==> config.mk <==
export PLATFORM = sky130hd
export DESIGN_NAME = gpm_top
export DESIGN_NICKNAME = d
export VERILOG_FILES = /design/src/design/gpm_pkg.sv /design/src/design/gpm_top.sv
export SDC_FILE = /design/constraint.sdc
export NUM_CORES = 1
export LEC_CHECK = 0
export ABC_AREA = 1
export BUFFER_PORTS_ARGS = -buffer_cell sky130_fd_sc_hd__buf_2
export CORE_ASPECT_RATIO = 1.25
export CORE_MARGIN = 10
export CORE_UTILIZATION = 62
export CTS_CLUSTER_SIZE = 16
export DETAILED_ROUTE_END_ITERATION = 10
export GPL_TIMING_DRIVEN = 0
export PLACE_DENSITY = 0.86
export SKIP_LAST_GASP = 1
export SLEW_MARGIN = 25
export SYNTH_ARGS = -nofsm -noshare
export SYNTH_HDL_FRONTEND = slang
export SYNTH_SLANG_ARGS = --single-unit
==> constraint.sdc <==
create_clock -name ref_clk_i -period 26.4 [get_ports ref_clk_i]
set_input_delay 3.96 -clock ref_clk_i [delete_from_list [all_inputs] [get_ports ref_clk_i]]
set_output_delay 3.96 -clock ref_clk_i [all_outputs]
set_load 0.03 [all_outputs]
==> src/design/gpm_pkg.sv <==
// Constants for the port input and pin function map block.
// Assumes one 100 MHz clock and an APB slave with 32-bit data.
// What this block does
// - With function one selected, low address port lines 0..7 carry address bits 0..7 in order.
// - With function one selected, mid address port lines 0..7 carry address bits 8..15 in order.
// - Some pins raise an interrupt on one configured edge, rising or falling.
// - Other interrupt pins raise an interrupt on every edge, rising and falling.
// - Reading a port's sample register returns the latest sampled pin values.
// - The sample register is read-only; writes change neither it nor any pin.
// - Sample bit n is pin n, one meaning high and zero meaning low.
// - A pin under an alternate function takes its direction from the peripheral on ports 0 and 1, and is always an output on address ports 2 and 3.
// - With external data enabled on a port, GPIO, alternate function and address drive of its pins is blocked; sampling and edge interrupts continue.
package gpm_pkg;
    localparam int NPORT = 4;
    // Word offsets (byte addresses)
    localparam logic [7:0] OFS_SAMPLE0 = 8'h00; // Four ports, one word apart
    localparam logic [7:0] OFS_DIR = 8'h10; // [8*p+n] per port
    localparam logic [7:0] OFS_OUT = 8'h14;
    localparam logic [7:0] OFS_AF1 = 8'h18;
    localparam logic [7:0] OFS_EXTEN = 8'h1c; // Bit p: external data on port p
    localparam logic [7:0] OFS_EDGESEL = 8'h20; // 1 = rising, for single-edge pins
    localparam logic [7:0] OFS_BOTHSEL = 8'h24; // 1 = pin fires on both edges
    localparam logic [7:0] OFS_STATUS = 8'h28;
    localparam logic [7:0] OFS_MASK = 8'h2c;
    localparam logic [31:0] DIR_RST = 32'hffff_ffff;
    localparam logic [31:0] ZERO_RST = 32'h0000_0000;
    localparam int PORT_LOWADDR = 2; // Port carrying address 7:0
    localparam int PORT_MIDADDR = 3; // Port carrying address 15:8
endpackage

==> src/design/gpm_top.sv <==
// Port input sampling, edge interrupts and function one address routing.
// Assumes pins asynchronous to ref_clk_i, APB master on ref_clk_i, four 8-bit ports.
//
// The address map and the APB slave port were decided locally.
`timescale 1ns/1ps
module gpm_top (
    input wire logic ref_clk_i,
    input wire logic sys_rst_i,
    input wire logic clk_en_i,
    input wire logic psel_i,
    input wire logic penable_i,
    input wire logic pwrite_i,
    input wire logic [7:0] paddr_i,
    input wire logic [31:0] pwdata_i,
    input wire logic [3:0] pstrb_i,
    output logic [31:0] prdata_o,
    output logic pready_o,
    output logic pslverr_o,
    input wire logic [31:0] pin_i,
    output logic [31:0] pin_o,
    output logic [31:0] pin_oe_o,
    input wire logic [15:0] ext_addr_i,
    input wire logic [31:0] periph_out_i,
    input wire logic [31:0] periph_oe_i,
    output logic [31:0] ext_data_pins_o,
    output logic irq_o
);
    ////////////////////////////////////////////////////////////////////////
    logic [31:0] s1_r, s2_r, s3_r, samp_r;
    logic [31:0] dir_r, out_r, af1_r, esel_r, both_r, stat_r, mask_r;
    logic [3:0] exten_r;
    logic [31:0] rdat_r;
    logic [31:0] rise, fall, evt, ext_blk, wmask, af_eff, gpio_oe;
    logic wr_en, rd_en, hit;
    logic [31:0] rsel;

    // Change taken once stages two and three agree
    always_ff @(posedge ref_clk_i or posedge sys_rst_i) begin
        if (sys_rst_i) begin
            s1_r <= 32'h0;
            s2_r <= 32'h0;
            s3_r <= 32'h0;
            samp_r <= 32'h0;
        end else if (clk_en_i) begin
            s1_r <= pin_i;
            s2_r <= s1_r;
            s3_r <= s2_r;
            samp_r <= (s2_r & s3_r) | (samp_r & (s2_r | s3_r));
        end
    end

    ////////////////////////////////////////////////////////////////////////
    // Edge events on the filtered samples
    assign rise = ~samp_r & s2_r & s3_r;
    assign fall = samp_r & ~s2_r & ~s3_r;
    assign evt = (both_r & (rise | fall))  | (~both_r & ((esel_r & rise) | (~esel_r & fall)));

    ////////////////////////////////////////////////////////////////////////
    genvar p;
    generate
        for (p = 0; p < gpm_pkg::NPORT; p++) begin : g_blk
            assign ext_blk[8*p +: 8] = {8{exten_r[p]}};
        end
    endgenerate
    assign ext_data_pins_o = ext_blk;
    assign af_eff = af1_r & ~ext_blk;
    assign gpio_oe = ~dir_r & ~af_eff & ~ext_blk;

    always_comb begin
        pin_o = out_r & ~ext_blk;
        pin_oe_o = gpio_oe;
        for (int i = 0; i < 32; i++) begin
            if (af_eff[i]) begin
                pin_o[i] = periph_out_i[i];
                pin_oe_o[i] = periph_oe_i[i];
            end
        end
        for (int i = 0; i < 8; i++) begin
            if (af_eff[8*gpm_pkg::PORT_LOWADDR + i]) begin
                pin_o[8*gpm_pkg::PORT_LOWADDR + i] = ext_addr_i[i];
                pin_oe_o[8*gpm_pkg::PORT_LOWADDR + i] = 1'b1;
            end
            if (af_eff[8*gpm_pkg::PORT_MIDADDR + i]) begin
                pin_o[8*gpm_pkg::PORT_MIDADDR + i] = ext_addr_i[8 + i];
                pin_oe_o[8*gpm_pkg::PORT_MIDADDR + i] = 1'b1;
            end
        end
    end

    ////////////////////////////////////////////////////////////////////////
    // APB: zero wait states, unmapped address answers pslverr
    assign wr_en = psel_i & penable_i & pwrite_i & clk_en_i;
    assign rd_en = psel_i & ~penable_i & ~pwrite_i & clk_en_i;
    assign wmask = {{8{pstrb_i[3]}}, {8{pstrb_i[2]}}, {8{pstrb_i[1]}}, {8{pstrb_i[0]}}};
    assign hit = (paddr_i[7:2] <= gpm_pkg::OFS_MASK[7:2]) && (paddr_i[1:0] == 2'b00);
    assign pready_o = 1'b1;
    assign pslverr_o = psel_i & penable_i & ~hit;
    assign prdata_o = rdat_r;

    always_comb begin
        case (paddr_i)
            gpm_pkg::OFS_SAMPLE0, 8'h04, 8'h08, 8'h0c: rsel = {24'h0, samp_r[8*paddr_i[3:2] +: 8]};
            gpm_pkg::OFS_DIR: rsel = dir_r;
            gpm_pkg::OFS_OUT: rsel = out_r;
            gpm_pkg::OFS_AF1: rsel = af1_r;
            gpm_pkg::OFS_EXTEN: rsel = {28'h0, exten_r};
            gpm_pkg::OFS_EDGESEL: rsel = esel_r;
            gpm_pkg::OFS_BOTHSEL: rsel = both_r;
            gpm_pkg::OFS_STATUS: rsel = stat_r;
            gpm_pkg::OFS_MASK: rsel = mask_r;
            default: rsel = 32'h0;
        endcase
    end

    // Writes to sample words fall through: no register there, so they change nothing
    always_ff @(posedge ref_clk_i or posedge sys_rst_i) begin
        if (sys_rst_i) begin
            dir_r <= gpm_pkg::DIR_RST;
            out_r <= gpm_pkg::ZERO_RST;
            af1_r <= gpm_pkg::ZERO_RST;
            exten_r <= 4'h0;
            esel_r <= gpm_pkg::ZERO_RST;
            both_r <= gpm_pkg::ZERO_RST;
            mask_r <= gpm_pkg::ZERO_RST;
            rdat_r <= 32'h0;
        end else if (clk_en_i) begin
            if (rd_en) rdat_r <= rsel;
            if (wr_en && paddr_i == gpm_pkg::OFS_DIR) dir_r <= (dir_r & ~wmask) | (pwdata_i & wmask);
            if (wr_en && paddr_i == gpm_pkg::OFS_OUT) out_r <= (out_r & ~wmask) | (pwdata_i & wmask);
            if (wr_en && paddr_i == gpm_pkg::OFS_AF1) af1_r <= (af1_r & ~wmask) | (pwdata_i & wmask);
            if (wr_en && paddr_i == gpm_pkg::OFS_EXTEN && pstrb_i[0]) exten_r <= pwdata_i[3:0];
            if (wr_en && paddr_i == gpm_pkg::OFS_EDGESEL) esel_r <= (esel_r & ~wmask) | (pwdata_i & wmask);
            if (wr_en && paddr_i == gpm_pkg::OFS_BOTHSEL) both_r <= (both_r & ~wmask) | (pwdata_i & wmask);
            if (wr_en && paddr_i == gpm_pkg::OFS_MASK) mask_r <= (mask_r & ~wmask) | (pwdata_i & wmask);
        end
    end

    ////////////////////////////////////////////////////////////////////////
    // Sticky status; a new event beats a same-cycle clear
    logic [31:0] clr;
    assign clr = (wr_en && paddr_i == gpm_pkg::OFS_STATUS) ? (pwdata_i & wmask) : 32'h0;
    always_ff @(posedge ref_clk_i or posedge sys_rst_i) begin
        if (sys_rst_i) begin
            stat_r <= gpm_pkg::ZERO_RST;
        end else if (clk_en_i) begin
            stat_r <= (stat_r & ~clr) | evt;
        end
    end
    assign irq_o = |(stat_r & mask_r);
endmodule

Word level (Yosys, flattened, before mapping). Cells that the tools add are included.

Memories kept: 0. Word-level logic and storage cells: 169. Bits of input ports: 162. Bits in read-only memories: 0. Latch bits: 0. Output and inout bits: 131. Memory bits (writable): 0. Bits in registers: 388.

Bitwise gates (word level): 55. Divide/modulo/power cells: 0. Mux-type cells: 66. $add $sub $neg: 0. Shift operators: 1. Reduce and logical (&&, ||, !) cells: 22. Multipliers: 0. Eq/ne operators: 11. $lt $le $gt $ge: 1.

Operator list (count): $and 32x32->32 (23); $or 32x32->32 (12); $not 32->32 (10); $pmux 32 s9 (1); $mux 1 (64); $eq 8x5->1 const B (4); $eq 8x6->1 const B (4); $mux 32 (1); $reduce_or 32->1 (1); $shiftx 32x6->8 (1); $eq 8x4->1 const B (2); $reduce_and 2->1 (8); $logic_and 1x1->1 (10); $eq 8x3->1 const B (1); $logic_not 8->1 (1); $and 1x1->1 (7); $le 6x4->1 const B (1); $reduce_or 4->1 (1); $not 1->1 (3); $logic_not 2->1 (1).

Logic depth before layout (Yosys ltp). Gate-level depths: netlist (run 1).

Depth after elaboration: 8. Gate-level depth with buffers: 12. Mapped depth without buffers: 11.

Worst setup path before layout (run 1). OpenSTA, ideal clock, no wires.

Path kind: input to output. Start: input port periph_oe_i[10]. End: output port pin_oe_o[10]. Arrival time: 4.724 ns. Slack: 17.716 ns. Cell stages on the path: 2. Cell sequence: nor2_1 a211oi_1.

Cells in the longest elaborated chain, start to end: 1.

RTL lines: start: declaration (RTL line gpm_top.sv:24) `input wire logic [31:0] periph_oe_i,`; $mux 1 (RTL line gpm_top.sv:73) `if (af_eff[i]) begin`; end: declaration (RTL line gpm_top.sv:21) `output logic [31:0] pin_oe_o,`.

No other way between the ends.

Worst setup path after layout (run 1).
Start: input port paddr_i[1]. End: output port pslverr_o.

Cells in the longest elaborated chain, start to end: 4.

RTL lines: start: declaration (RTL line gpm_top.sv:13) `input wire logic [7:0] paddr_i,`; $logic_not 2->1 (RTL line gpm_top.sv:95) `assign hit = (paddr_i[7:2] <= gpm_pkg::OFS_MASK[7:2]) && (paddr_i[1:0] == 2'b00);`; $logic_and 1x1->1 (RTL line gpm_top.sv:95); $not 1->1 (RTL line gpm_top.sv:97) `assign pslverr_o = psel_i & penable_i & ~hit;`; $and 1x1->1 (RTL line gpm_top.sv:97); end: declaration (RTL line gpm_top.sv:18) `output logic pslverr_o,`.

No other way between the ends.

==> qor.yml, run 1 <==
grt_use_total: 0.315
max_cap_viol_count: 0
clkTransAtPathRegs_ns: 0.06
multiInputGateArea_sq_um: 7650
synthFlopType: "dfrtp_1"
yosysMostFrequentCell: "nand2_1"
synth_commonest_cells: "nand2_1, dfrtp_1, o21ai_0"
ios: 293
tightestPinTransition_ns: 0.779
regArea_sq_um: 9750
powerDensity_nw_per_um2: 62.9
drtAntennaViolNets: 0
clockBufferDepth: 3
portBuffers: 258
grt_pass1_wl_um: 95200
placed_cell_area_sq_um: 20800
rsz0062_at_grt: "false"
syn2layout_area_growth_pct: 17.8
chipWidth_um: 176
clock.fmax_ghz: 0.114
path_class: "primary input to output pin"
postSynthCellCount: 2418
status: "completed"
cts.sinks: 388
total_power_mw: 1.40
dr.first_iter.drc_count: 2004
dp_slack_ns: 17.61
synthArstFlopShare: 1.00
setup_viol: 0
min_path_type: "register to register"
finalWirelength_um: 60900
clk_latency_ns: 0.55
slew_viol_final: 0
yosys_warnings: 0
post_cts_resized: 0
hold_buffers: 0
crit_path_end_kind: "output pin"
avgSynthCellArea_sq_um: 7.80
die_area_sq_um: 37900
finalInstanceArea_sq_um: 22200
postCtsSetupBuffers: 0
hpwl_um: 46200
grt_pass1_vias: 17300
ys_ff_latch: 388
arrival_ns: 4.83
grt_max_degree: 103
clockRootBuffer: "clkbuf_16"
antenna_found_initial: 3
vdd_drop_max_mv: 0.0563
gp_congestion: 0.991
finalNetCount: 2884
fin_ws_ns: 17.61
routedWlPerCell_um: 19.3
yosysTopAreaCell: "dfrtp_1"
netlist_area_sq_um: 18900
vias: 17900
fin_crit_sh: 0.333
path_max_fanout: 6
start_util: 0.628
final_layout_size_suffix_gt1_frac: 0.176
cts_made_buffers: 40
fillers: 2337
grt_overflow: 0
cts-htree-levels: 2
synth_area_leaders: "dfrtp_1, nand2_1, o21ai_0"
hold_violations: 0
rows: 71
cts_tree: "done"
route.detailed.drc: 0
synth_cell_type_count: 35
critPathLaunchType: "primary input"
fin_setup_tns_ns: 0
via_per_inst: 5.68
whs_ns: 0.469
die_h_um: 215
period_needed_ns: 8.79
drt_first_pass_iters: 8
core_sq_um: 30000
finClkSkew_ns: 0.0139
power.leakage_nw: 11.0
syn_nets: 2580
synth_top_area_frac: 0.472
synth-edff-count: 0
max_slew_margin: 0.478
yosysSeqAreaShare: 0.517
worstPathRequired_ns: 22.44
## metal layers
metal	GRT usage	wire (um)	up-vias
met4	0.133	2790	2
li1	-	-	8401
met5	0	13	-
met2	0.512	28800	995
met1	0.403	23500	8351
met3	0.0586	5770	167
## through the flow
stage	cells	util
final	3156	0.740
after global routing	3156	0.740
after CTS	3154	0.740
after detailed placement	3081	0.692
after global placement	3077	0.688
after floorplan	2418	-
## report_power, final
| group | internal (mW) | leakage (nW) | switching (mW) | total [mW] |
|---|---|---|---|---|
| registers | 0.629 | 4.97 | 0.0309 | 0.660 |
| clock network | 0.370 | 0.699 | 0.243 | 0.613 |
| logic | 0.0386 | 5.30 | 0.0857 | 0.124 |
| total | 1.04 | 11.0 | 0.360 | 1.40 |
## placed cells by master, fill, tap and decap left out, types with 2 or more instances in the layout
master      instances
a211oi_1           17
a21oi_1            47
buf_16              4
buf_2             290
buf_4              36
buf_6               9
bufinv_16           7
clkbuf_1           47
clkbuf_16          40
clkbuf_8            7
clkinv_2            7
clkinv_8            3
clkinvlp_4          2
dfrtp_1           356
dfstp_2            32
diode_2             2
inv_1             200
inv_2               6
nand2_1           797
nand2_2             2
nand2_4             2
nand3_1            93
nand3_2            14
nand3_4             7
nand4_1            10
nor2_1            225
nor2_2              7
nor2_4              5
nor3_1              7
o2111ai_1           2
o211ai_1           13
o21ai_0           283
o21ai_1           142
o31ai_1            22
xnor2_1             3
## final timing paths
path	startpoint	endpoint	slack [ns]	cells after the start
min in group asynchronous	sys_rst_i	s1_r[23]	3.35	2
max in group asynchronous	sys_rst_i	asynchronous set/reset pin	21.44	5
max	paddr_i[1]	pslverr_o	17.61	6
min reg2reg	s1_r[20]	s1_r[20]	0.47	2
min	s1_r[20]	s1_r[20]	0.47	2
max reg2reg	samp_r[19]	prdata_o[3]	24.76	8
## cell type report
type	instances	share of cell area
inverter	209	0.0357
timing repair buffer	262	0.0631
sequential	388	0.439
multi-input combinational	1704	0.344
buffer	117	0.0307
antenna	2	0.000225
clock buffer	54	0.0506
clock inverter	19	0.0141
tap	401	0.0226
## critical path: stages
cell	delay, ns
buf_2	0.12
nor2_4	0.26
o211ai_1	0.18
nand3_1	0.10
inv_1	0.04
buf_2	0.17
## cell families (layout without fill, tap and decap cells)
group	count (synthesis)	count (layout)	synth area share
AND/OR/NAND/NOR	1171	1171	0.256
XOR/XNOR	3	3	0.00139
AO/OA/AOI/OAI	529	529	0.148
buffers and inverters	326	661	0.0778
flip-flops	388	388	0.517
other	1	3	0.000199
(Power assumes the default switching activity.)
==> inputs of run 2 (changes only) <==
--- a/config.mk
+++ b/config.mk
@@ -5,15 +5,15 @@
 export SDC_FILE = /design/constraint.sdc
 export NUM_CORES = 1
 export LEC_CHECK = 0
-export ABC_AREA = 1
+export ABC_AREA = 0
 export BUFFER_PORTS_ARGS = -buffer_cell sky130_fd_sc_hd__buf_2
 export CORE_ASPECT_RATIO = 1.25
 export CORE_MARGIN = 10
-export CORE_UTILIZATION = 62
+export CORE_UTILIZATION = 52
 export CTS_CLUSTER_SIZE = 16
 export DETAILED_ROUTE_END_ITERATION = 10
 export GPL_TIMING_DRIVEN = 0
-export PLACE_DENSITY = 0.86
+export PLACE_DENSITY = 0.77
 export SKIP_LAST_GASP = 1
 export SLEW_MARGIN = 25
 export SYNTH_ARGS = -nofsm -noshare
==> constraint.sdc (replaced) <==
create_clock -name ref_clk_i -period 7.9 [get_ports ref_clk_i]
set_input_delay 1.185 -clock ref_clk_i [delete_from_list [all_inputs] [get_ports ref_clk_i]]
set_output_delay 1.185 -clock ref_clk_i [all_outputs]
set_load 0.03 [all_outputs]
==> run 2 against run 1 <==
  * Clock power rose to 3.1 times the previous value
  * Hold slack better by 0.012 ns
  * Clock skew down 0.0016 ns
  * Critical path type is now register to output pin
  * Global-route usage down 5.8 points
==> qor.yml, run 2 <==
status: "completed"
final_layout_size_suffix_gt1_frac: 0.408  # +0.232
grt_pass1_wl_um: 90600  # -4.8%
setup_viol: 0  # unchanged
drtAntennaViolNets: 0  # unchanged
via_per_inst: 6.16  # +8.4%
powerDensity_nw_per_um2: 218  # +250%
synthFlopType: "dfrtp_1"
r2r_start: "exten_r[3]"
yosysSeqAreaShare: 0.506  # -0.0108
post_cts_resized: 0  # unchanged
netlist_area_sq_um: 19300  # +2.1%
synth_commonest_cells: "dfrtp_1, mux2_2, nor2_1"
grt_pass1_vias: 15200  # -12%
arrival_ns: 2.42  # -2.41 ns
clock.fmax_ghz: 0.278
clockBufferDepth: 3  # unchanged
synth_top_area_frac: 0.462  # -0.00987
die_area_sq_um: 45200  # +19%
grt_use_total: 0.257  # -0.0580
clk_latency_ns: 0.55  # about the same
hp-start: "prdata_o[31]"
max_cap_viol_count: 0  # unchanged
rsz0062_at_grt: "false"
ys_ff_latch: 388  # unchanged
r2r-end: "prdata_o[3]"
cts.sinks: 388  # unchanged
layout_common_cells: "dfrtp_1, mux2_2, buf_2, nor2_1, a21oi_1"
ff2ff_setup_slack_ns: 6.11  # -18.65 ns
hpwl_um: 44600  # -3.7%
routedWlPerCell_um: 24.6  # +28%
fin_crit_sh: 0.456
holdPathStages: 2  # unchanged
min_path_type: "register to register"
crit_path_end_kind: "output pin"
vdd_drop_max_mv: 0.149  # +160%
multiInputGateArea_sq_um: 8770  # +15%
grt_overflow: 0  # unchanged
power.leakage_nw: 10.5  # -4.6%
max_slew_margin: 0.245  # -0.233
postCtsSetupBuffers: 0  # unchanged
clkTransAtPathRegs_ns: 0.06  # about the same
slew_viol_final: 0  # unchanged
synth_area_leaders: "dfrtp_1, mux2_2, dfstp_2"
hold-path-endpoint: "prdata_o[31]"
yosysTopAreaCell: "dfrtp_1"
yosys_warnings: 0  # unchanged
route.detailed.drc: 0  # unchanged
chipWidth_um: 192  # +9.2%
syn_nets: 1728  # -33%
fillers: 2823  # +21%
finalNetCount: 2040  # -29%
drt_first_pass_iters: 6  # -2
clockRootBuffer: "clkbuf_16"
cts-htree-levels: 2  # unchanged
final_common_cell: "dfrtp_1"
rows: 78  # +9.9%
worstPathRequired_ns: 6.71  # -15.73 ns
path_class: "register to output pin"
synth_cell_type_count: 57  # +63%
cts_made_buffers: 39  # -2.5%
dp_slack_ns: 3.99  # -13.62 ns
gp_congestion: 0.958  # -3.4%
vias: 14700  # -18%
die_h_um: 235  # +9.4%
postSynthCellCount: 1566  # -35%
rr_worst_depth: 4  # -4
start_util: 0.528  # -0.100
hold_violations: 0  # unchanged
portBuffers: 257  # -0.39%
syn2layout_area_growth_pct: 18.0
grt_max_degree: 35  # -66%
cts_tree: "done"
fin_ws_ns: 4.30  # -13.31 ns
yosysMostFrequentCell: "dfrtp_1"
critPathLaunchType: "register"
ios: 293  # unchanged
finalWirelength_um: 58900  # -3.2%
core_sq_um: 36500  # +22%
synthArstFlopShare: 1.00  # unchanged
tightestPinTransition_ns: 1.13  # +0.347 ns
finClkSkew_ns: 0.0123  # -0.00160 ns
antenna_found_initial: 1  # -2
avgSynthCellArea_sq_um: 12.3  # +58%
dr.first_iter.drc_count: 1424  # -29%
regArea_sq_um: 9750  # unchanged
period_needed_ns: 3.60
fin_setup_tns_ns: 0  # unchanged
path_max_fanout: 10  # +4
synth-edff-count: 0  # unchanged
hold_buffers: 0  # unchanged
==> run 2: how the worst max path moves through the flow <==
stage	to	slack [ns]	from	cells after the start
6_report	pin_o[16]	4.30	exten_r[2]	4
5_1_grt	pin_o[16]	4.19	exten_r[2]	4
4_1_cts	pin_o[16]	4.29	exten_r[2]	4
3_5_place_dp	prdata_o[24]	3.99	paddr_i[2]	7
3_3_place_gp	s1_r[21]	-0.50	sys_rst_i	2
2_1_floorplan	asynchronous set/reset pin	1.52	sys_rst_i	1
==> run 2: kinds of logic (layout without fill, tap and decap cells) <==
family | after synthesis | count (layout) | share of synthesized area
muxes | 399 | 399 | 0.249
DFF | 388 | 388 | 0.506
and+or+nand+nor | 312 | 312 | 0.0908
AOI/OAI and AO/OA | 310 | 310 | 0.115
buffers and inverters | 156 | 498 | 0.0392
other | 1 | 4 | 0.000195
==> run 2: metrics by stage <==
| stage | util | power, mW | cell area (sq um) | std cells | hold WS, ns |
|---|---|---|---|---|---|
| after global routing | 0.623 | 5.12 | 22700 | 2389 | 0.502 |
| after global placement | 0.580 | 3.04 | 21200 | 2303 | 0.460 |
| final | 0.623 | 4.96 | 22700 | 2391 | 0.481 |
| after CTS | 0.623 | 4.96 | 22700 | 2388 | 0.484 |
| after detailed placement | 0.588 | 3.10 | 21500 | 2317 | 0.471 |
| after floorplan | - | 2.80 | 19300 | 1566 | 0.475 |
==> run 2: worst max-delay path, cell delays in order, from the launching register on <==
cell      delay [ns]
dfrtp_1         0.51
clkbuf_1        0.53
clkbuf_1        0.46
nor2_1          0.16
buf_2           0.21
==> run 2: area by class of cell <==
cell class / instances / share of cell area
inverter: 50 / 0.00842
sequential: 388 / 0.429
buffer: 106 / 0.0250
antenna: 3 / 0.000330
clock inverter: 16 / 0.00776
timing repair buffer: 271 / 0.0695
clock buffer: 55 / 0.0483
tap: 480 / 0.0264
multi-input combinational: 1022 / 0.386
==> run 2: routing by layer <==
metal	track usage	vias to the layer above	share of wire
li1	-	6459	-
met4	0.108	0	0.040
met2	0.418	688	0.48
met1	0.324	7445	0.38
met3	0.0527	128	0.092
met5	0	-	0
==> run 2: power by group <==
part / switching [mW] / internal (mW) / total [mW] / leakage (nW)
combinational: 0.309 / 0.311 / 0.620 / 4.91
clock: 0.791 / 1.08 / 1.87 / 0.618
sequential: 0.278 / 2.19 / 2.47 / 4.93
total: 1.38 / 3.58 / 4.96 / 10.5
